### config.mk
export PLATFORM = sky130hd
export DESIGN_NAME = xbus_pins
export DESIGN_NICKNAME = d
export VERILOG_FILES = /design/src/xbus_pkg.sv /design/src/bus_clock_out_timer.sv /design/src/xbus_pins.sv
export SDC_FILE = /design/constraint.sdc
export NUM_CORES = 1
export LEC_CHECK = 0
export BUFFER_PORTS_ARGS = -buffer_cell sky130_fd_sc_hd__buf_4
export CAP_MARGIN = 20
export CORE_MARGIN = 2
export CORE_UTILIZATION = 50
export CTS_CLUSTER_DIAMETER = 150
export DETAILED_ROUTE_END_ITERATION = 8
export HOLD_SLACK_MARGIN = 0.08
export PLACE_DENSITY = 0.69
export SKIP_CTS_REPAIR_TIMING = 1
export SYNTH_ARGS = -nofsm -noshare
export SYNTH_HDL_FRONTEND = slang
export SYNTH_SLANG_ARGS = --single-unit
export TNS_END_PERCENT = 20
### constraint.sdc
create_clock -name pclk -period 5.41 [get_ports pclk]
set_input_delay 0.2705 -clock pclk [delete_from_list [all_inputs] [get_ports pclk]]
set_output_delay 0.2705 -clock pclk [all_outputs]
set_load 0.03 [all_outputs]
### src/xbus_pkg.sv
// Constants shared by the expansion bus pin block and its E-clock timer
package xbus_pkg;
  // Register byte offsets on the APB
  localparam logic [7:0] OFF_ASSIGN = 8'h00;
  localparam logic [7:0] OFF_MODE = 8'h04;
  localparam logic [7:0] OFF_ADDR = 8'h08;
  localparam logic [7:0] OFF_WDATA = 8'h0c;
  localparam logic [7:0] OFF_CMD = 8'h10;
  localparam logic [7:0] OFF_RDATA = 8'h14;
  localparam logic [7:0] OFF_PORTA = 8'h18;
  localparam logic [7:0] OFF_PORTB = 8'h1c;
  localparam logic [7:0] OFF_DDRA = 8'h20;
  localparam logic [7:0] OFF_DDRB = 8'h24;
  // Field positions in the control pin assignment register
  localparam int BIT_DIRECTION_PIN_ENABLE_BIT = 0;
  localparam int BIT_LOW_STROBE_ENABLE_BIT = 1;
  localparam int BIT_BUS_ENABLE_DISABLE_BIT = 2;
  localparam int BIT_QTRK = 3;
  // Field positions in the command register
  localparam int BIT_WR = 0;
  localparam int BIT_BYTE = 1;
  localparam int BIT_ST_LO = 4;
  localparam int BIT_BUSY = 0;
  localparam int BIT_ERR = 1;
  // Values after reset
  localparam logic [3:0] ASSIGN_RST = 4'h0;
  localparam logic [2:0] MODE_RST = 3'h4;
  // Strap mode codes {special_n, b, a} in the low two bits
  localparam logic [1:0] MODE_SINGLE = 2'h0;
  localparam logic [1:0] MODE_NARROW = 2'h1;
  localparam logic [1:0] MODE_WIDE = 2'h3;
  // E clock: quarters per E period minus one, and first high quarter
  localparam logic [1:0] Q_LAST = 2'h3;
  localparam logic [3:0] Q_EHIGH = 4'h2;
  // Bus sequencer states
  typedef enum logic [1:0] {S_IDLE, S_HI, S_LO} seq_type;
endpackage : xbus_pkg
### src/bus_clock_out_timer.sv
// E bus clock quarter counter with stretch and data enable window
`timescale 1ns/100ps
`default_nettype none
module bus_clock_out_timer (
  // Clock and reset
  input wire logic pclk,
  input wire logic presetn,
  // Stretch for the next bus cycle, taken at its end
  input wire logic [1:0] stretch_i,
  // Timing outputs
  output logic [3:0] quarter_o,
  output logic cyc_end_o,
  output logic e_high_o,
  output logic dbe_win_o
);
  logic [3:0] q_r; // Quarter within the current E cycle group
  logic [1:0] st_r; // Stretch of the current group
  wire [3:0] last = {st_r, xbus_pkg::Q_LAST}; // Four quarters per unstretched E period, four more per stretch step

  // Count quarters; a group ends and reloads its stretch at the last one
  always_ff @(posedge pclk or negedge presetn)
  begin
    if (!presetn)
    begin
      q_r <= 4'h0;
      st_r <= 2'h0;
    end
    else if (q_r == last)
    begin
      q_r <= 4'h0;
      st_r <= stretch_i;
    end
    else
      q_r <= q_r + 4'h1;
  end

  assign quarter_o = q_r;
  assign cyc_end_o = (q_r == last);
  // E low for the first two quarters (address phase), then high to the end of the stretch
  assign e_high_o = (q_r >= xbus_pkg::Q_EHIGH);
  // Unstretched: whole E high time; stretched: last quarter only [RULE15]
  assign dbe_win_o = (st_r == 2'h0) ? e_high_o : (q_r == last);
endmodule : bus_clock_out_timer
`default_nettype wire

### src/xbus_pins.sv
// Multiplexed expansion bus pins, strap mode capture and control pins
//
// The APB interface to the registers and the register addresses are this design's own decisions.
`timescale 1ns/100ps
`default_nettype none
// Notes on behaviour
// [RULE1] Straps sampled in reset choose operating mode
// [RULE2] Pull down lower straps while in reset
// [RULE3] Lower straps may become queue tracking outputs
// [RULE4] Single-chip: ports are GPIO; expanded: bus
// [RULE5] Wide: port A high, port B low
// [RULE6] Narrow: both address, data on port A
// [RULE7] Narrow word: high byte cycle, then low
// [RULE8] Outside latches address on rising E
// [RULE9] Direction pin pulled-up input until enabled
// [RULE10] No external writes before direction enabled
// [RULE11] Strobe pulled-up input; low writes need enable
// [RULE12] Strobe pin doubles as low tag input
// [RULE13] Strobe active low, XNOR of A0, size
// [RULE14] Data enable low only while E high
// [RULE15] Stretched: enable in last quarter only
// [RULE16] Data enable used for reads only
// [RULE17] Disable bit; enabled out of reset
// [RULE18] Single-chip: data enable pin pulled up
// [RULE19] E clock is reference, stretchable
// [RULE20] Expanded: port data, direction regs unmapped
// [RULE21] Address while E low, data while high
module xbus_pins (
  // Clock and reset
  input wire logic pclk,
  input wire logic presetn,
  // APB slave
  input wire logic psel,
  input wire logic penable,
  input wire logic pwrite,
  input wire logic [7:0] paddr,
  input wire logic [31:0] pwdata,
  output logic [31:0] prdata,
  output logic pready,
  output logic pslverr,
  // Mode straps and their pulldowns
  input wire logic special_mode_strap_n,
  input wire logic mode_strap_a,
  input wire logic mode_strap_b,
  output logic strap_pulldown_en,
  // Queue tracking outputs on the lower straps
  input wire logic [3:0] exec_queue_state,
  output logic queue_track_0,
  output logic queue_track_1,
  output logic queue_track_oe,
  // Port A and port B pins
  input wire logic [7:0] upper_port_pins_i,
  output logic [7:0] upper_port_pins_o,
  output logic [7:0] upper_port_pins_oe,
  input wire logic [7:0] lower_port_pins_i,
  output logic [7:0] lower_port_pins_o,
  output logic [7:0] lower_port_pins_oe,
  // Direction pin
  input wire logic rw_pin_i,
  output logic rw_pin_o,
  output logic rw_pin_oe,
  output logic rw_pin_pullup,
  // Low byte strobe pin and tag
  input wire logic low_byte_strobe_n_i,
  output logic low_byte_strobe_n_o,
  output logic low_byte_strobe_n_oe,
  output logic low_byte_strobe_pullup,
  output logic low_tag_input,
  // Data bus enable pin
  output logic data_bus_enable_n,
  output logic data_bus_enable_oe,
  output logic data_bus_enable_pullup,
  // E clock
  output logic bus_clock_out
);
  // Decode of the captured mode
  function automatic logic is_exp(input logic [2:0] m);
    is_exp = (m[1:0] == xbus_pkg::MODE_NARROW) || (m[1:0] == xbus_pkg::MODE_WIDE);
  endfunction : is_exp
  function automatic logic is_wide(input logic [2:0] m);
    is_wide = (m[1:0] == xbus_pkg::MODE_WIDE);
  endfunction : is_wide

  // Synchronisers: straps, ports and the two control pins
  logic [20:0] sy1_r; // First stage, read only by second
  logic [20:0] sy2_r; // Second stage, usable
  logic [2:0] mode_r; // Captured mode {special_n, b, a}
  logic cap_r; // Mode has been captured
  logic [3:0] assign_r; // Control pin assignment register
  logic [15:0] addr_r; // External address
  logic [15:0] wdata_r; // Write data, lane positioned
  logic [15:0] rdata_r; // Read data, lane positioned
  logic [2:0] rcap_r; // Read capture delayed past pin register and synchroniser
  logic [2:0] rlane_r; // Lane of each delayed read capture
  logic wr_r; // Pending access is a write
  logic byte_r; // Pending access is 8-bit
  logic [1:0] st_r; // Stretch of the pending access
  logic pend_r; // Access waiting for the next E period
  logic err_r; // Last command was refused
  logic [7:0] porta_r, portb_r, ddra_r, ddrb_r; // GPIO registers
  logic tag_r; // Low tag sampled from the strobe pin
  xbus_pkg::seq_type seq_r, seq_nxt; // Bus sequencer
  logic [3:0] quarter;
  logic cyc_end, e_high, dbe_win;

  // Pin inputs are sampled twice; straps keep running through reset
  always_ff @(posedge pclk)
  begin
    sy1_r <= {special_mode_strap_n, mode_strap_b, mode_strap_a, rw_pin_i,
              low_byte_strobe_n_i, upper_port_pins_i, lower_port_pins_i};
    sy2_r <= sy1_r;
  end
  wire [2:0] strap_s = sy2_r[20:18];
  wire strobe_s = sy2_r[16];
  wire [7:0] pa_s = sy2_r[15:8];
  wire [7:0] pb_s = sy2_r[7:0];

  // Capture straps at the first edge after release [RULE1]
  always_ff @(posedge pclk or negedge presetn)
  begin
    if (!presetn)
    begin
      mode_r <= xbus_pkg::MODE_RST;
      cap_r <= 1'b0;
    end
    else if (!cap_r)
    begin
      mode_r <= strap_s;
      cap_r <= 1'b1;
    end
  end

  // Mode decode
  wire exp = cap_r && is_exp(mode_r); // [RULE4]
  wire wide = is_wide(mode_r);
  wire special = !mode_r[2];
  // Lower straps pulled down until the mode is taken [RULE2]
  assign strap_pulldown_en = !cap_r;

  // E clock timer; stretch applies to bus cycles only [RULE19]
  wire launch = (seq_r == xbus_pkg::S_IDLE) && pend_r && cyc_end;
  wire to_lo = (seq_r == xbus_pkg::S_HI) && cyc_end && !wide && !byte_r;
  wire [1:0] stretch_sel = (launch || to_lo) ? st_r : 2'h0;
  bus_clock_out_timer bus_clock_out_timer_i (
    .pclk(pclk),
    .presetn(presetn),
    .stretch_i(stretch_sel),
    .quarter_o(quarter),
    .cyc_end_o(cyc_end),
    .e_high_o(e_high),
    .dbe_win_o(dbe_win)
  );

  // Sequencer: one cycle, or high byte then low byte in narrow [RULE7]
  always_comb
  begin
    seq_nxt = seq_r;
    unique case (seq_r)
      xbus_pkg::S_IDLE: if (launch) seq_nxt = xbus_pkg::S_HI;
      xbus_pkg::S_HI: if (to_lo) seq_nxt = xbus_pkg::S_LO; else if (cyc_end) seq_nxt = xbus_pkg::S_IDLE;
      xbus_pkg::S_LO: if (cyc_end) seq_nxt = xbus_pkg::S_IDLE;
    endcase
  end
  always_ff @(posedge pclk or negedge presetn)
  begin
    if (!presetn)
      seq_r <= xbus_pkg::S_IDLE;
    else
      seq_r <= seq_nxt;
  end

  // Per-cycle bus values
  wire act = (seq_r != xbus_pkg::S_IDLE);
  wire lo_cyc = (seq_r == xbus_pkg::S_LO);
  wire [15:0] cur_addr = {addr_r[15:1], addr_r[0] | lo_cyc};
  wire sz8_n = !byte_r; // byte_size_flag_n
  wire addr_ph = !e_high; // [RULE21]
  // Narrow lane: low byte in second cycle or odd byte
  wire lane_lo = lo_cyc || (byte_r && addr_r[0]);
  wire [7:0] a_wd = (!wide && lane_lo) ? wdata_r[7:0] : wdata_r[15:8];

  // APB decode
  wire setup = psel && !penable;
  wire acc = psel && penable;
  wire gpio_hit = (paddr == xbus_pkg::OFF_PORTA) || (paddr == xbus_pkg::OFF_PORTB)
                  || (paddr == xbus_pkg::OFF_DDRA) || (paddr == xbus_pkg::OFF_DDRB);
  wire core_hit = (paddr == xbus_pkg::OFF_ASSIGN) || (paddr == xbus_pkg::OFF_MODE)
                  || (paddr == xbus_pkg::OFF_ADDR) || (paddr == xbus_pkg::OFF_WDATA)
                  || (paddr == xbus_pkg::OFF_CMD) || (paddr == xbus_pkg::OFF_RDATA);
  wire mapped = core_hit || (gpio_hit && !exp); // [RULE20]
  // Busy until the last delayed read capture has landed
  wire cmd_busy = pend_r || act || (|rcap_r);
  wire wr_ok = acc && pwrite && mapped;
  wire take = wr_ok && (paddr == xbus_pkg::OFF_CMD) && !cmd_busy;
  wire c_wr = pwdata[xbus_pkg::BIT_WR];
  wire c_byte = pwdata[xbus_pkg::BIT_BYTE];
  wire c_low = !c_byte || addr_r[0];
  // Refuse writes before enable, and low writes without strobe [RULE10] [RULE11]
  wire refuse = !exp || (c_wr && !assign_r[xbus_pkg::BIT_DIRECTION_PIN_ENABLE_BIT])
                || (c_wr && c_low && !assign_r[xbus_pkg::BIT_LOW_STROBE_ENABLE_BIT]);
  assign pready = 1'b1;
  assign pslverr = acc && (!mapped || ((paddr == xbus_pkg::OFF_CMD) && pwrite && cmd_busy));

  // Read mux, registered in the setup phase
  wire [31:0] rd_mux =
    (paddr == xbus_pkg::OFF_ASSIGN) ? {28'h0, assign_r} :
    (paddr == xbus_pkg::OFF_MODE) ? {23'h0, tag_r, 2'h0, special, wide, exp, mode_r} :
    (paddr == xbus_pkg::OFF_ADDR) ? {16'h0, addr_r} :
    (paddr == xbus_pkg::OFF_WDATA) ? {16'h0, wdata_r} :
    (paddr == xbus_pkg::OFF_CMD) ? {30'h0, err_r, cmd_busy} :
    (paddr == xbus_pkg::OFF_RDATA) ? {16'h0, rdata_r} :
    (!mapped) ? 32'h0 :
    (paddr == xbus_pkg::OFF_PORTA) ? {24'h0, (pa_s & ~ddra_r) | (porta_r & ddra_r)} :
    (paddr == xbus_pkg::OFF_PORTB) ? {24'h0, (pb_s & ~ddrb_r) | (portb_r & ddrb_r)} :
    (paddr == xbus_pkg::OFF_DDRA) ? {24'h0, ddra_r} : {24'h0, ddrb_r};
  always_ff @(posedge pclk or negedge presetn)
  begin
    if (!presetn)
      prdata <= 32'h0;
    else if (setup)
      prdata <= rd_mux;
  end

  // Software registers; GPIO ones only while mapped [RULE20] [RULE17]
  always_ff @(posedge pclk or negedge presetn)
  begin
    if (!presetn)
    begin
      assign_r <= xbus_pkg::ASSIGN_RST;
      addr_r <= 16'h0;
      wdata_r <= 16'h0;
      {porta_r, portb_r, ddra_r, ddrb_r} <= 32'h0;
    end
    else if (wr_ok)
    begin
      if (paddr == xbus_pkg::OFF_ASSIGN) assign_r <= pwdata[3:0];
      if (paddr == xbus_pkg::OFF_ADDR && !cmd_busy) addr_r <= pwdata[15:0];
      if (paddr == xbus_pkg::OFF_WDATA && !cmd_busy) wdata_r <= pwdata[15:0];
      if (paddr == xbus_pkg::OFF_PORTA) porta_r <= pwdata[7:0];
      if (paddr == xbus_pkg::OFF_PORTB) portb_r <= pwdata[7:0];
      if (paddr == xbus_pkg::OFF_DDRA) ddra_r <= pwdata[7:0];
      if (paddr == xbus_pkg::OFF_DDRB) ddrb_r <= pwdata[7:0];
    end
  end

  // Command take, refusal flag and pending access
  always_ff @(posedge pclk or negedge presetn)
  begin
    if (!presetn)
    begin
      pend_r <= 1'b0;
      err_r <= 1'b0;
      {wr_r, byte_r, st_r} <= 4'h0;
    end
    else if (take)
    begin
      pend_r <= !refuse;
      err_r <= refuse;
      {wr_r, byte_r} <= {c_wr, c_byte};
      st_r <= pwdata[xbus_pkg::BIT_ST_LO +: 2];
    end
    else if (launch)
      pend_r <= 1'b0;
  end

  // Read data stands on the pins in the cycle after the last quarter; pin
  // register and synchroniser delay it, so the capture waits three cycles
  always_ff @(posedge pclk or negedge presetn)
  begin
    if (!presetn)
    begin
      rcap_r <= 3'h0;
      rlane_r <= 3'h0;
      rdata_r <= 16'h0;
    end
    else
    begin
      rcap_r <= {rcap_r[1:0], act && cyc_end && !wr_r};
      rlane_r <= {rlane_r[1:0], lane_lo};
      if (rcap_r[2])
      begin
        if (wide) rdata_r <= {pa_s, pb_s}; // [RULE5]
        else if (rlane_r[2]) rdata_r[7:0] <= pa_s; // [RULE6]
        else rdata_r[15:8] <= pa_s;
      end
    end
  end

  // Low tag sampled in the address phase in special expanded mode [RULE12]
  always_ff @(posedge pclk or negedge presetn)
  begin
    if (!presetn)
      tag_r <= 1'b0;
    else if (exp && special && quarter == 4'h1)
      tag_r <= strobe_s;
  end

  // Next pin values
  wire drv_b = act && (addr_ph || !wide || wr_r);
  wire [7:0] a_oe_nxt = exp ? {8{act && (addr_ph || wr_r)}} : ddra_r; // [RULE4]
  wire [7:0] a_o_nxt = exp ? (addr_ph ? cur_addr[15:8] : a_wd) : porta_r; // [RULE5]
  wire [7:0] b_oe_nxt = exp ? {8{drv_b}} : ddrb_r;
  wire [7:0] b_o_nxt = exp ? ((addr_ph || !wide) ? cur_addr[7:0] : wdata_r[7:0]) : portb_r; // [RULE6]
  wire rw_en = exp && assign_r[xbus_pkg::BIT_DIRECTION_PIN_ENABLE_BIT]; // [RULE9]
  wire ls_en = exp && assign_r[xbus_pkg::BIT_LOW_STROBE_ENABLE_BIT];
  wire ls_nxt = act ? !(cur_addr[0] ^ sz8_n) : 1'b1; // [RULE13]
  wire dbe_en = exp && !assign_r[xbus_pkg::BIT_BUS_ENABLE_DISABLE_BIT];
  wire dbe_nxt = !(act && !wr_r && dbe_win); // [RULE14] [RULE15] [RULE16]
  wire q_en = cap_r && assign_r[xbus_pkg::BIT_QTRK];
  wire [1:0] q_nxt = addr_ph ? exec_queue_state[1:0] : exec_queue_state[3:2]; // [RULE3]
  wire e_nxt = e_high && (exp || special);

  // All pins registered; reset leaves inputs released and pulled up [RULE18]
  always_ff @(posedge pclk or negedge presetn)
  begin
    if (!presetn)
    begin
      {upper_port_pins_o, upper_port_pins_oe} <= 16'h0;
      {lower_port_pins_o, lower_port_pins_oe} <= 16'h0;
      {rw_pin_o, rw_pin_oe, rw_pin_pullup} <= 3'h5;
      {low_byte_strobe_n_o, low_byte_strobe_n_oe, low_byte_strobe_pullup} <= 3'h5;
      {data_bus_enable_n, data_bus_enable_oe, data_bus_enable_pullup} <= 3'h5;
      {queue_track_1, queue_track_0, queue_track_oe} <= 3'h0;
      bus_clock_out <= 1'b0;
    end
    else
    begin
      {upper_port_pins_o, upper_port_pins_oe} <= {a_o_nxt, a_oe_nxt};
      {lower_port_pins_o, lower_port_pins_oe} <= {b_o_nxt, b_oe_nxt};
      {rw_pin_o, rw_pin_oe, rw_pin_pullup} <= {!(act && wr_r), rw_en, !rw_en}; // [RULE9]
      {low_byte_strobe_n_o, low_byte_strobe_n_oe, low_byte_strobe_pullup} <= {ls_nxt, ls_en, !ls_en}; // [RULE11]
      {data_bus_enable_n, data_bus_enable_oe, data_bus_enable_pullup} <= {dbe_nxt, dbe_en, !exp}; // [RULE17]
      {queue_track_1, queue_track_0, queue_track_oe} <= {q_nxt, q_en};
      bus_clock_out <= e_nxt; // [RULE19]
    end
  end
  assign low_tag_input = tag_r;
endmodule : xbus_pins
`default_nettype wire

### Word-level counts from Yosys, hierarchy flattened

Cells that the tools add are included.

| storage, ports and cells | value |
|---|---|
| input bits | 70 |
| memories | 0 |
| memory bits (read-only) | 0 |
| bits in writable memories | 0 |
| latch bits | 0 |
| register bits | 228 |
| logic and storage cells | 197 |

| operators by class | value |
|---|---|
| $lt $le $gt $ge | 1 |
| shift-type cells | 0 |
| multipliers | 0 |
| reduce and logical (&&, ||, !) cells | 95 |
| equality and inequality tests | 17 |
| mux-type cells | 31 |
| div/mod/pow operators | 0 |
| bitwise logic cells | 10 |
| $add $sub $neg | 1 |

Operators with widths:

| kind | number |
|---|---|
| 16-bit two-way mux | 7 |
| 8-bit two-way mux | 13 |
| 1-bit logical AND | 37 |
| 8-bit bitwise AND | 4 |
| 8-bit by 5-bit equality test with 1-bit output, second input constant | 4 |
| 1-bit logical OR | 22 |
| 1-bit zero test | 20 |
| 2-bit AND reduction | 9 |
| 8-bit by 4-bit equality test with 1-bit output, second input constant | 2 |
| 8-bit by 6-bit equality test with 1-bit output, second input constant | 2 |
| 8-bit inverter | 2 |
| 8-bit OR | 2 |
| 2-bit two-way mux | 5 |
| 8-bit by 3-bit equality test with 1-bit output, second input constant | 1 |
| 8-bit zero test | 1 |
| 2-bit case mux with 3 select lines | 1 |
| 2-bit nonzero test | 3 |
| 4-bit by 1-bit adder with 4-bit output, second input constant | 1 |
| 2-bit by 1-bit equality test with 1-bit output, second input constant | 2 |
| 2-bit equality test, second input constant | 2 |
| 4-bit by 1-bit equality test with 1-bit output, second input constant | 1 |
| 4-bit equality test | 1 |
| 4-bit by 2-bit greater-or-equal comparator with 1-bit output, second input constant | 1 |
| 2-bit zero test | 2 |
| other kinds (7) | 10 |

### Logic depth before layout (Yosys ltp)

Gate-level depths: netlist of run 1.

| logic depth | value |
|---|---|
| depth in word-level cells | 14 |
| gate-level depth with buffers | 8 |
| depth with buffers taken out | 7 |

### Modules after synthesis

From an unflattened synthesis of run 1, not the netlist that was laid out.

| unflattened totals | value |
|---|---|
| cells, all modules | 752 |
| area, all modules | 8882.3 um2 |

By module, submodules not included:

| module | area an instance (um2) | cells an instance | instances |
|---|---|---|---|
| xbus_pins | 8546.9 | 720 | 1 |
| bus_clock_out_timer | 335.3 | 32 | 1 |

### Worst setup path after synthesis of run 1

Ideal clock, no wire load.

| path | value |
|---|---|
| path kind | reg-to-reg |
| start | register seq_r[0] |
| end | register wdata_r[10] |
| buffers on the path | 2 |
| path slack | 3.321 ns |
| data required time | 5.285 ns |
| arrival time | 1.965 ns |
| clock period less this slack | 2.089 ns |
| setup time | 0.125 ns |
| cell stages (with the launch flop) | 8 |
| cells stage by stage | dfrtp_1 -> inv_1 -> ha_1 -> clkbuf_1 -> nand2_1 -> nor3_4 -> buf_4 -> mux2_2 |

| between the ends | value |
|---|---|
| longest elaborated chain between the ends | 6 |

RTL lines:

| element | RTL line | source |
|---|---|---|
| start, declared | xbus_pins.sv:102 | `xbus_pkg::seq_type seq_r, seq_nxt;` |
| start signal, assigned | xbus_pins.sv:167 | `seq_r <= xbus_pkg::S_IDLE;` |
| start signal, assigned | xbus_pins.sv:169 | `seq_r <= seq_nxt;` |
| 2-bit nonzero test | xbus_pins.sv:173 | `wire act = (seq_r != xbus_pkg::S_IDLE);` |
| 1-bit logical OR (2 in a row) | xbus_pins.sv:192 | `wire cmd_busy = pend_r \|\| act \|\| (\|rcap_r);` |
| 1-bit zero test | xbus_pins.sv:238 | `if (paddr == xbus_pkg::OFF_WDATA && !cmd_busy) wdata_r <= pwdata[15:0];` |
| 1-bit logical AND | xbus_pins.sv:238 |  |
| 2-bit AND reduction (no line) | n/a |  |
| end signal, assigned | xbus_pins.sv:238 |  |
| end, declared | xbus_pins.sv:91 | `logic [15:0] wdata_r;` |

Every way passes these cells.
A chain may end at the register's enable or synchronous reset.

### Worst setup path in the final report of run 1

| path | value |
|---|---|
| start | register cap_r |
| end | output port pslverr |

| between the ends | value |
|---|---|
| longest elaborated chain between the ends | 7 |

RTL lines:

| element | RTL line | source |
|---|---|---|
| start, declared | xbus_pins.sv:88 | `logic cap_r;` |
| start signal, assigned | xbus_pins.sv:124 | `cap_r <= 1'b0;` |
| start signal, assigned | xbus_pins.sv:129 | `cap_r <= 1'b1;` |
| 1-bit logical AND | xbus_pins.sv:134 | `wire exp = cap_r && is_exp(mode_r);` |
| 1-bit zero test | xbus_pins.sv:190 | `wire mapped = core_hit \|\| (gpio_hit && !exp);` |
| 1-bit logical AND | xbus_pins.sv:190 |  |
| 1-bit logical OR | xbus_pins.sv:190 |  |
| 1-bit zero test | n/a |  |
| 1-bit logical OR | xbus_pins.sv:202 | `assign pslverr = acc && (!mapped \|\| ((paddr == xbus_pkg::OFF_CMD) && pwrite && cmd_busy));` |
| 1-bit logical AND | xbus_pins.sv:202 |  |
| end, declared | xbus_pins.sv:40 | `output logic pslverr,` |

Every way passes these cells.

==> flow_summary.rst, run 1 <==
.. list-table::
   :header-rows: 1

   * - Metric
     - Value
   * - Clock slew at reported path FFs
     - 60 ps
   * - Latest clock arrival within the worst-skew pair
     - about 500 ps
   * - Least-Margin Pin Slew
     - 1100 ps
   * - Floorplan die area
     - 18800 µm²
   * - Fmax
     - roughly 310 MHz
   * - H-Tree Depth
     - 1
   * - Crit Path Max Fanout
     - 55
   * - Series of cell instances along the critical path
     - and2_0 -> inv_1 -> buf_4 -> o211a_1 -> o21ai_0 -> and3_1 -> buf_4
   * - Data required time of the critical path
     - 5140 ps
   * - Largest incremental delay on the critical path
     - 490 ps
   * - Arrival time at the worst endpoint
     - 2930 ps
   * - Count of unique library cells instantiated by Yosys
     - 64
   * - Portion of the clock cycle consumed by the worst path in the final layout
     - 0.591
   * - Most area-consuming cells after synthesis
     - sky130_fd_sc_hd__dfrtp_1, sky130_fd_sc_hd__mux2_2, sky130_fd_sc_hd__dfxtp_1
   * - Fin crit period
     - 3200 ps
   * - CTS tree
     - done
   * - Largest net degree at the start of global routing
     - 123
   * - Worst setup slack for register-to-register paths
     - 2540 ps
   * - Die Ht
     - roughly 140 µm
   * - Area of the mapped netlist
     - just under 9000 µm²
   * - Root buffer cell
     - sky130_fd_sc_hd__clkbuf_16
   * - Max-capacitance violation count
     - 0
   * - Post-Route WL
     - ~24 mm
   * - Count of mapped cells out of synthesis
     - about 730
   * - Worst-case reg-to-reg path depth
     - 7
   * - IO Pins
     - 151
   * - Number of DRC markers in iteration 0
     - 520
   * - Startpoint-to-endpoint class of the critical path
     - reg2out
   * - Remaining design rule violation count
     - 0
   * - Launch instance of the worst register-to-register path
     - cap_r$_DFF_PN0_
   * - Number of synthesized register bits
     - 210
   * - GR Util All Layers
     - 0.257
   * - CP endpoint
     - pslverr
   * - Core Footprint
     - 17300 µm²
   * - Synth async-reset ratio
     - 0.810
   * - Detailed-router iteration count before antenna repair
     - 5
   * - Max-slew violation total from the final report
     - 0
   * - Endpoint of the worst register-to-register path
     - prdata[5]$_DFFE_PN0P_
   * - Initial core utilization
     - 0.511
   * - Critical Path Most Common Cell
     - sky130_fd_sc_hd__buf_4
   * - Beginning of the critical path
     - cap_r$_DFF_PN0_
   * - Clock net sink count
     - 210
   * - Critical Path Start Type
     - flop
   * - Number of global-route vias before repair
     - 6159
   * - Proportion of synthesized chip area in sequential cells
     - 0.573
   * - Final RePlAce weighted congestion
     - 0.935
   * - Cell area power density
     - roughly 350 nW/µm²
   * - Cell type with the highest aggregate area in the netlist
     - sky130_fd_sc_hd__dfrtp_1
   * - RSZ-0062 raised after global routing
     - no
   * - Worst hold path startpoint
     - pwdata[2]
   * - Slew margin rel.
     - 0.266
   * - Post-Route Setup TNS
     - 0 ps
   * - Antenna Nets Post-Route
     - 0
   * - Primary FF master, synth
     - sky130_fd_sc_hd__dfrtp_1
   * - Cell with the largest stage delay on the worst path
     - sky130_fd_sc_hd__buf_4
   * - Global-route wire length before repair
     - 36.3 mm
   * - Status
     - finished clean
   * - EDFF count, synth
     - 0
   * - Clock buffer count from CTS
     - 22
   * - Gr ovfl total
     - 0
   * - Via count normalized by instance count
     - 5.71
   * - Antenna violations before repair
     - 0
   * - Net count of the finished layout
     - 948
   * - Setup-failing EPs final
     - 0
   * - Top library cells by usage in the layout, fill and taps aside
     - sky130_fd_sc_hd__dfrtp_1, sky130_fd_sc_hd__buf_4, sky130_fd_sc_hd__mux2_2
   * - Peak supply drop
     - 0.252 mV
   * - Overall via count from detail_route
     - roughly 6400
   * - Most common cell after layout, fill and taps aside
     - sky130_fd_sc_hd__dfrtp_1
   * - DP Wirelength
     - 16.6 mm
   * - Final Hold Vio Count
     - 0
   * - Fraction of layout cells with a size suffix above 1
     - 0.303
   * - Clk buf depth
     - 3
   * - Number of placement rows
     - 48
   * - Synthesized area per cell
     - 12.2 µm²
   * - Die span in x
     - ~140 µm
   * - Area share of the leading cell type in the synthesized netlist
     - 0.462
   * - Total number of yosys warnings
     - 0
   * - Hold Slack
     - 108 ps
   * - Hold Crit Class
     - in2reg
   * - Routed WL per cell
     - between 20 and 25 µm
   * - Clock skew
     - 16.6 ps
   * - Area growth from synthesis to layout
     - 23.5%
   * - Number of antenna cells inserted
     - 0
   * - Leakage power total
     - 5.27 nW
   * - Crit path capture type
     - output port
   * - Count of input and output buffers
     - 116
synthesized netlist by cell type, drive strengths merged (4+ instances only):
cell / instances
a22oi: 9
nand2: 57
a21o: 28
a211oi: 15
a21oi: 28
buf: 33
mux2: 87
ha: 6
o221a: 4
o21ai: 32
dfstp: 7
nor2: 43
nor4: 5
o22ai: 9
nor2b: 8
dfxtp: 40
and2: 5
nand4: 6
inv: 11
and3: 4
a31oi: 9
nand3: 5
nand2b: 5
nor3: 9
clkbuf: 17
mux2i: 34
dfrtp: 163
registers in the layout, summed over array words and instances (netlist names), 8 cells and up:
signal / count
upper_port_pins_o: 8
addr_r: 16
sy2_r: 20
ddrb_r: 8
ddra_r: 8
prdata: 16
upper_port_pins_oe: 8
portb_r: 8
lower_port_pins_oe: 8
rdata_r: 16
wdata_r: 16
lower_port_pins_o: 8
porta_r: 8
sy1_r: 20
logic make-up after synthesis:
kind of cell / Yosys count / synth area share
flops: 210 / 0.573
compound gates: 164 / 0.128
simple gates: 157 / 0.0949
mux: 121 / 0.153
buf+inv: 61 / 0.0364
fa+ha+maj: 6 / 0.00850
xor+xnor: 6 / 0.00595
other cells: 2 / 0.000850
worst max-delay path: cells and delay by family (launching register included):
| family | cells | cell delay, ps |
|---|---|---|
| AOI/OAI and AO/OA | 2 | 510 |
| buffers and inverters | 3 | 880 |
| DFF | 1 | 430 |
| and+or+nand+nor | 2 | 590 |
cell type report:
cell class | instances | area, µm²
well taps | 225 | 282
inverters | 11 | 41.3
clock inverters | 8 | 101
multi-input cells | 472 | 3510
fillers | 1380 | 6380
repair buffers | 155 | 1280
flip-flops and latches | 210 | 5060
clock buffers | 32 | 638
power breakdown:
group / switching [W] / internal [W] / leakage [nW] / total, W
logic: 0.000306 / 0.000199 / 2.29 / 0.000505
registers: 0.0000681 / 0.00170 / 2.61 / 0.00176
clock network: 0.000600 / 0.000915 / 0.368 / 0.00152
total: 0.000974 / 0.00281 / 5.27 / 0.00378
metal layers:
metal  track usage  wire length [µm]  share of wire
met3        0.0370              1860          0.078
met1         0.388             10800           0.45
met5             0                 0              0
met2         0.398             10900           0.46
met4        0.0515               319          0.013
worst min-delay path by stage:
stage	to	slack, ps	depth (start not counted)
floorplan	addr_r[0]$_DFFE_PN0P_	-30	0
global placement	sy2_r[9]$_DFF_P_	310	0
detailed placement	sy2_r[6]$_DFF_P_	310	0
CTS	sy1_r[10]$_DFF_P_	-150	1
global route	portb_r[2]$_DFFE_PN0P_	100	2
finish	portb_r[2]$_DFFE_PN0P_	110	2
per-stage QoR:
step	total power (W)	instances	worst slack, ps	util	cell area [µm²]
2_1_floorplan	0.00208	743	3320	-	8900
3_3_place_gp	0.00225	1036	2300	0.566	9790
3_5_place_dp	0.00227	1037	2310	0.566	9800
4_1_cts	0.00379	1077	2160	0.609	10500
5_1_grt	0.00394	1113	2040	0.631	10900
6_report	0.00378	1113	2210	0.631	10900
(Power assumes the default switching activity.)
==> run 2: changes to the inputs <==
--- a/config.mk
+++ b/config.mk
@@ -5,6 +5,7 @@
 export SDC_FILE = /design/constraint.sdc
 export NUM_CORES = 1
 export LEC_CHECK = 0
+export ABC_AREA = 1
 export BUFFER_PORTS_ARGS = -buffer_cell sky130_fd_sc_hd__buf_4
 export CAP_MARGIN = 20
 export CORE_MARGIN = 2
==> constraint.sdc (replaced) <==
create_clock -name pclk -period 3.1 [get_ports pclk]
set_input_delay 0.155 -clock pclk [delete_from_list [all_inputs] [get_ports pclk]]
set_output_delay 0.155 -clock pclk [all_outputs]
set_load 0.03 [all_outputs]
==> flow_summary.rst, run 2 <==
.. list-table::
   :header-rows: 1

   * - Metric
     - Value
   * - Status
     - finished clean
   * - Clock slew at reported path FFs
     - roughly 60 ps
   * - Area growth from synthesis to layout
     - 26.1%
   * - Internal power summed over all cells
     - 0.00504 W
   * - Endpoint of the worst register-to-register path
     - queue_track_0$_DFF_PN0_
   * - Kind of cell adding the most delay to the critical path
     - buffers and inverters
   * - Number of global-route vias before repair
     - ~6900
   * - Antenna violations before repair
     - 0
   * - Net count of the finished layout
     - 1230
   * - Root buffer cell
     - sky130_fd_sc_hd__clkbuf_16
   * - Primary FF master, synth
     - sky130_fd_sc_hd__dfrtp_1
   * - Routed WL per cell
     - 17.5 µm
   * - Most common cell in the netlist
     - sky130_fd_sc_hd__nand2_1
   * - Setup-failing EPs final
     - 0
   * - Max-capacitance violation count
     - 0
   * - Final Hold Vio Count
     - 0
   * - Post-Route Setup TNS
     - 0 ps
   * - Leakage power total
     - 5.34 nW
   * - Comb power frac
     - 0.123
   * - Die span in x
     - 136 µm
   * - Fin crit period
     - 2420 ps
   * - PnR Total Power
     - 0.00672 W
   * - Clock net sink count
     - 210
   * - Total area of multi-input combinational cells
     - 3030 µm²
   * - Number of DRC markers in iteration 0
     - about 670
   * - Clk buf depth
     - 3
   * - Synthesized area per cell
     - 8.84 µm²
   * - Gr ovfl total
     - 0
   * - Net switching power
     - 0.00168 W
   * - Largest net degree at the start of global routing
     - 96
   * - Die Ht
     - 136 µm
   * - Portion of the clock cycle consumed by the worst path in the final layout
     - 0.781
   * - Cell type with the highest aggregate area in the netlist
     - sky130_fd_sc_hd__dfrtp_1
   * - Crit Path Max Fanout
     - 6
   * - Top library cells by usage in the layout, fill and taps aside
     - sky130_fd_sc_hd__nand2_1, sky130_fd_sc_hd__dfrtp_1, sky130_fd_sc_hd__buf_4
   * - Critical Path Most Common Cell
     - sky130_fd_sc_hd__inv_1
   * - Number of placement rows
     - 48
   * - Clock network fraction of design power
     - 0.419
   * - Latest clock arrival within the worst-skew pair
     - 510 ps
   * - Worst setup slack for register-to-register paths
     - 690 ps
   * - Data required time of the critical path
     - 2940 ps
   * - Final RePlAce weighted congestion
     - just under 1
   * - Crit path capture type
     - output port
   * - Clock skew
     - approximately 16 ps
   * - Cell area power density
     - between 600 and 700 nW/µm²
   * - Clock buffer count from CTS
     - 22
   * - Synth async-reset ratio
     - 0.810
   * - Area of the mapped netlist
     - 8770 µm²
   * - Commonest cells in the netlist
     - sky130_fd_sc_hd__nand2_1, sky130_fd_sc_hd__dfrtp_1, sky130_fd_sc_hd__inv_1, sky130_fd_sc_hd__o21ai_0, sky130_fd_sc_hd__nor2_1
   * - Hold Crit Class
     - in2reg
   * - Global-route wire length before repair
     - 37.1 mm
   * - CTS tree
     - done
   * - IO Pins
     - approximately 150
   * - Switching Share
     - 0.250
   * - Hold Slack
     - 70.2 ps
   * - Total of fill cells in the finished design
     - 1478
   * - Remaining design rule violation count
     - 0
   * - Arrival time at the worst endpoint
     - 2270 ps
   * - Peak supply drop
     - 0.547 mV
   * - RSZ-0062 raised after global routing
     - no
   * - Count of mapped cells out of synthesis
     - between 900 and 1000
   * - Total number of yosys warnings
     - 0
   * - Largest registers in the final layout
     - sy1_r (20), sy2_r (20)
   * - Most common cell after layout, fill and taps aside
     - sky130_fd_sc_hd__nand2_1
   * - Count of input and output buffers
     - between 100 and 150
   * - Global-route met1 utilization
     - 0.375
   * - Fraction of layout cells with a size suffix above 1
     - 0.174
   * - Area share of the leading cell type in the synthesized netlist
     - 0.465
   * - Reg area
     - 5060 µm²
   * - Busiest metal layer after global routing
     - met2
   * - Slew margin rel.
     - 0.332
   * - Part of the power in registers
     - 0.459
   * - Least-Margin Pin Slew
     - 992 ps
   * - H-Tree Depth
     - 1
   * - Antenna Nets Post-Route
     - 0
   * - Max-slew violation total from the final report
     - 0
   * - Post-Route WL
     - 24.5 mm
   * - Startpoint-to-endpoint class of the critical path
     - reg2out
   * - Worst-case reg-to-reg path depth
     - 8
   * - Combined buffer and inverter count along the critical path
     - 4
   * - Count of unique library cells instantiated by Yosys
     - 40
   * - Number of antenna cells inserted
     - 0
   * - Detailed-router iteration count before antenna repair
     - 5
   * - GR Util All Layers
     - 0.264
   * - Worst hold path startpoint
     - psel
   * - Met3 global-route usage
     - 0.0511
   * - Via count normalized by instance count
     - 5.34
   * - EDFF count, synth
     - 0
   * - Overall via count from detail_route
     - 7445
   * - Largest incremental delay on the critical path
     - ~390 ps
   * - Number of synthesized register bits
     - 210
   * - Most area-consuming cells after synthesis
     - sky130_fd_sc_hd__dfrtp_1, sky130_fd_sc_hd__nand2_1, sky130_fd_sc_hd__dfxtp_1
   * - Initial core utilization
     - 0.509
   * - Hold Path Depth
     - 5
   * - Launch instance of the worst register-to-register path
     - bus_clock_out_timer_i.quarter_o[0]$_DFF_PN0_
   * - Critical Path Start Type
     - flop
   * - Core Footprint
     - 17200 µm²
   * - DP Wirelength
     - 17.5 mm
   * - Fmax
     - 413 MHz
   * - Proportion of synthesized chip area in sequential cells
     - 0.577
   * - Floorplan die area
     - 18600 µm²
   * - Cell with the largest stage delay on the worst path
     - sky130_fd_sc_hd__dfrtp_1
   * - Hold EP
     - prdata[10]$_DFFE_PN0P_
   * - Series of cell instances along the critical path
     - inv_1 -> ha_1 -> inv_1 -> nor2_1 -> and3_1 -> inv_1 -> nand3_1 -> o21ai_0 -> buf_4
   * - Fraction of met2 tracks used by global routing
     - 0.405
-- run 2: changes by cell type after synthesis, sizes merged, moves of 8 or more --
cell and change:
nand2 +176, o21ai +122, inv +108, mux2 -81
nor2 +40, mux2i -34, a21o -28, nand3 +20
a211oi -15, a21oi +13, a22oi -9, nor2b -8
-- run 2: per-stage QoR --
| stage | setup WS, ps | utilization | cells | area (µm²) |
|---|---|---|---|---|
| floorplan | 1180 | - | 1008 | 8830 |
| global placement | 855 | 0.571 | 1313 | 9840 |
| detailed placement | 784 | 0.571 | 1313 | 9840 |
| CTS | 694 | 0.617 | 1353 | 10600 |
| global route | 565 | 0.642 | 1395 | 11100 |
| finish | 679 | 0.642 | 1395 | 11100 |
-- run 2: worst register-to-register path: stages (launching register included) --
cell	delay, ps
sky130_fd_sc_hd__dfrtp_1	420
sky130_fd_sc_hd__inv_1	70
sky130_fd_sc_hd__ha_1	200
sky130_fd_sc_hd__nor4_2	300
sky130_fd_sc_hd__buf_4	280
sky130_fd_sc_hd__inv_1	280
sky130_fd_sc_hd__nand2_1	130
sky130_fd_sc_hd__nand2_1	50
sky130_fd_sc_hd__dlygate4sd3_1	560
-- run 2: area by class of cell --
class	count	area share
Timing Repair Buffer	174	0.130
Sequential cell	210	0.458
Multi-Input combinational cell	627	0.274
Inverter	119	0.0404
Tap cell	225	0.0255
Clock inverter	6	0.00950
Clock buffer	34	0.0622
-- run 2: cell families after synthesis --
kind of cell,share of synthesized area
and+or+nand+nor,0.167
AOI/OAI and AO/OA,0.150
DFF,0.577
buffers and inverters,0.0846
adders and majority gates,0.00856
muxes,0.00770
xor gates and xnor gates,0.00399
other,0.000856
-- run 2: per-layer routing --
layer,vias up,share of wire
met2,372,0.46
met5,-,0
met3,66,0.099
met4,0,0.036
met1,3498,0.41
li1,3509,-
-- run 2: worst max-delay path by stage --
| stage | startpoint | end | slack [ps] | depth (start not counted) |
|---|---|---|---|---|
| after global placement | paddr[7] | addr_r[2]$_DFFE_PN0P_ | 860 | 14 |
| after floorplan | bus_clock_out_timer_i.quarter_o[0]$_DFF_PN0_ | lower_port_pins_o[1]$_DFF_PN0_ | 1180 | 9 |
| after detailed placement | paddr[7] | addr_r[15]$_DFFE_PN0P_ | 780 | 14 |
| after CTS | seq_r[1]$_DFFE_PN0P_ | pslverr | 690 | 9 |
| after global routing | seq_r[0]$_DFFE_PN0P_ | pslverr | 560 | 9 |
| final | seq_r[0]$_DFFE_PN0P_ | pslverr | 680 | 9 |
-- run 2: power by group through the flow --
stage	logic (W)	registers, W	clock network (W)
after floorplan	0.000371	0.00320	0
after global placement	0.000763	0.00312	0
final	0.000824	0.00308	0.00282
after CTS	0.000782	0.00308	0.00286
after detailed placement	0.000777	0.00313	0
after global routing	0.000904	0.00310	0.00298
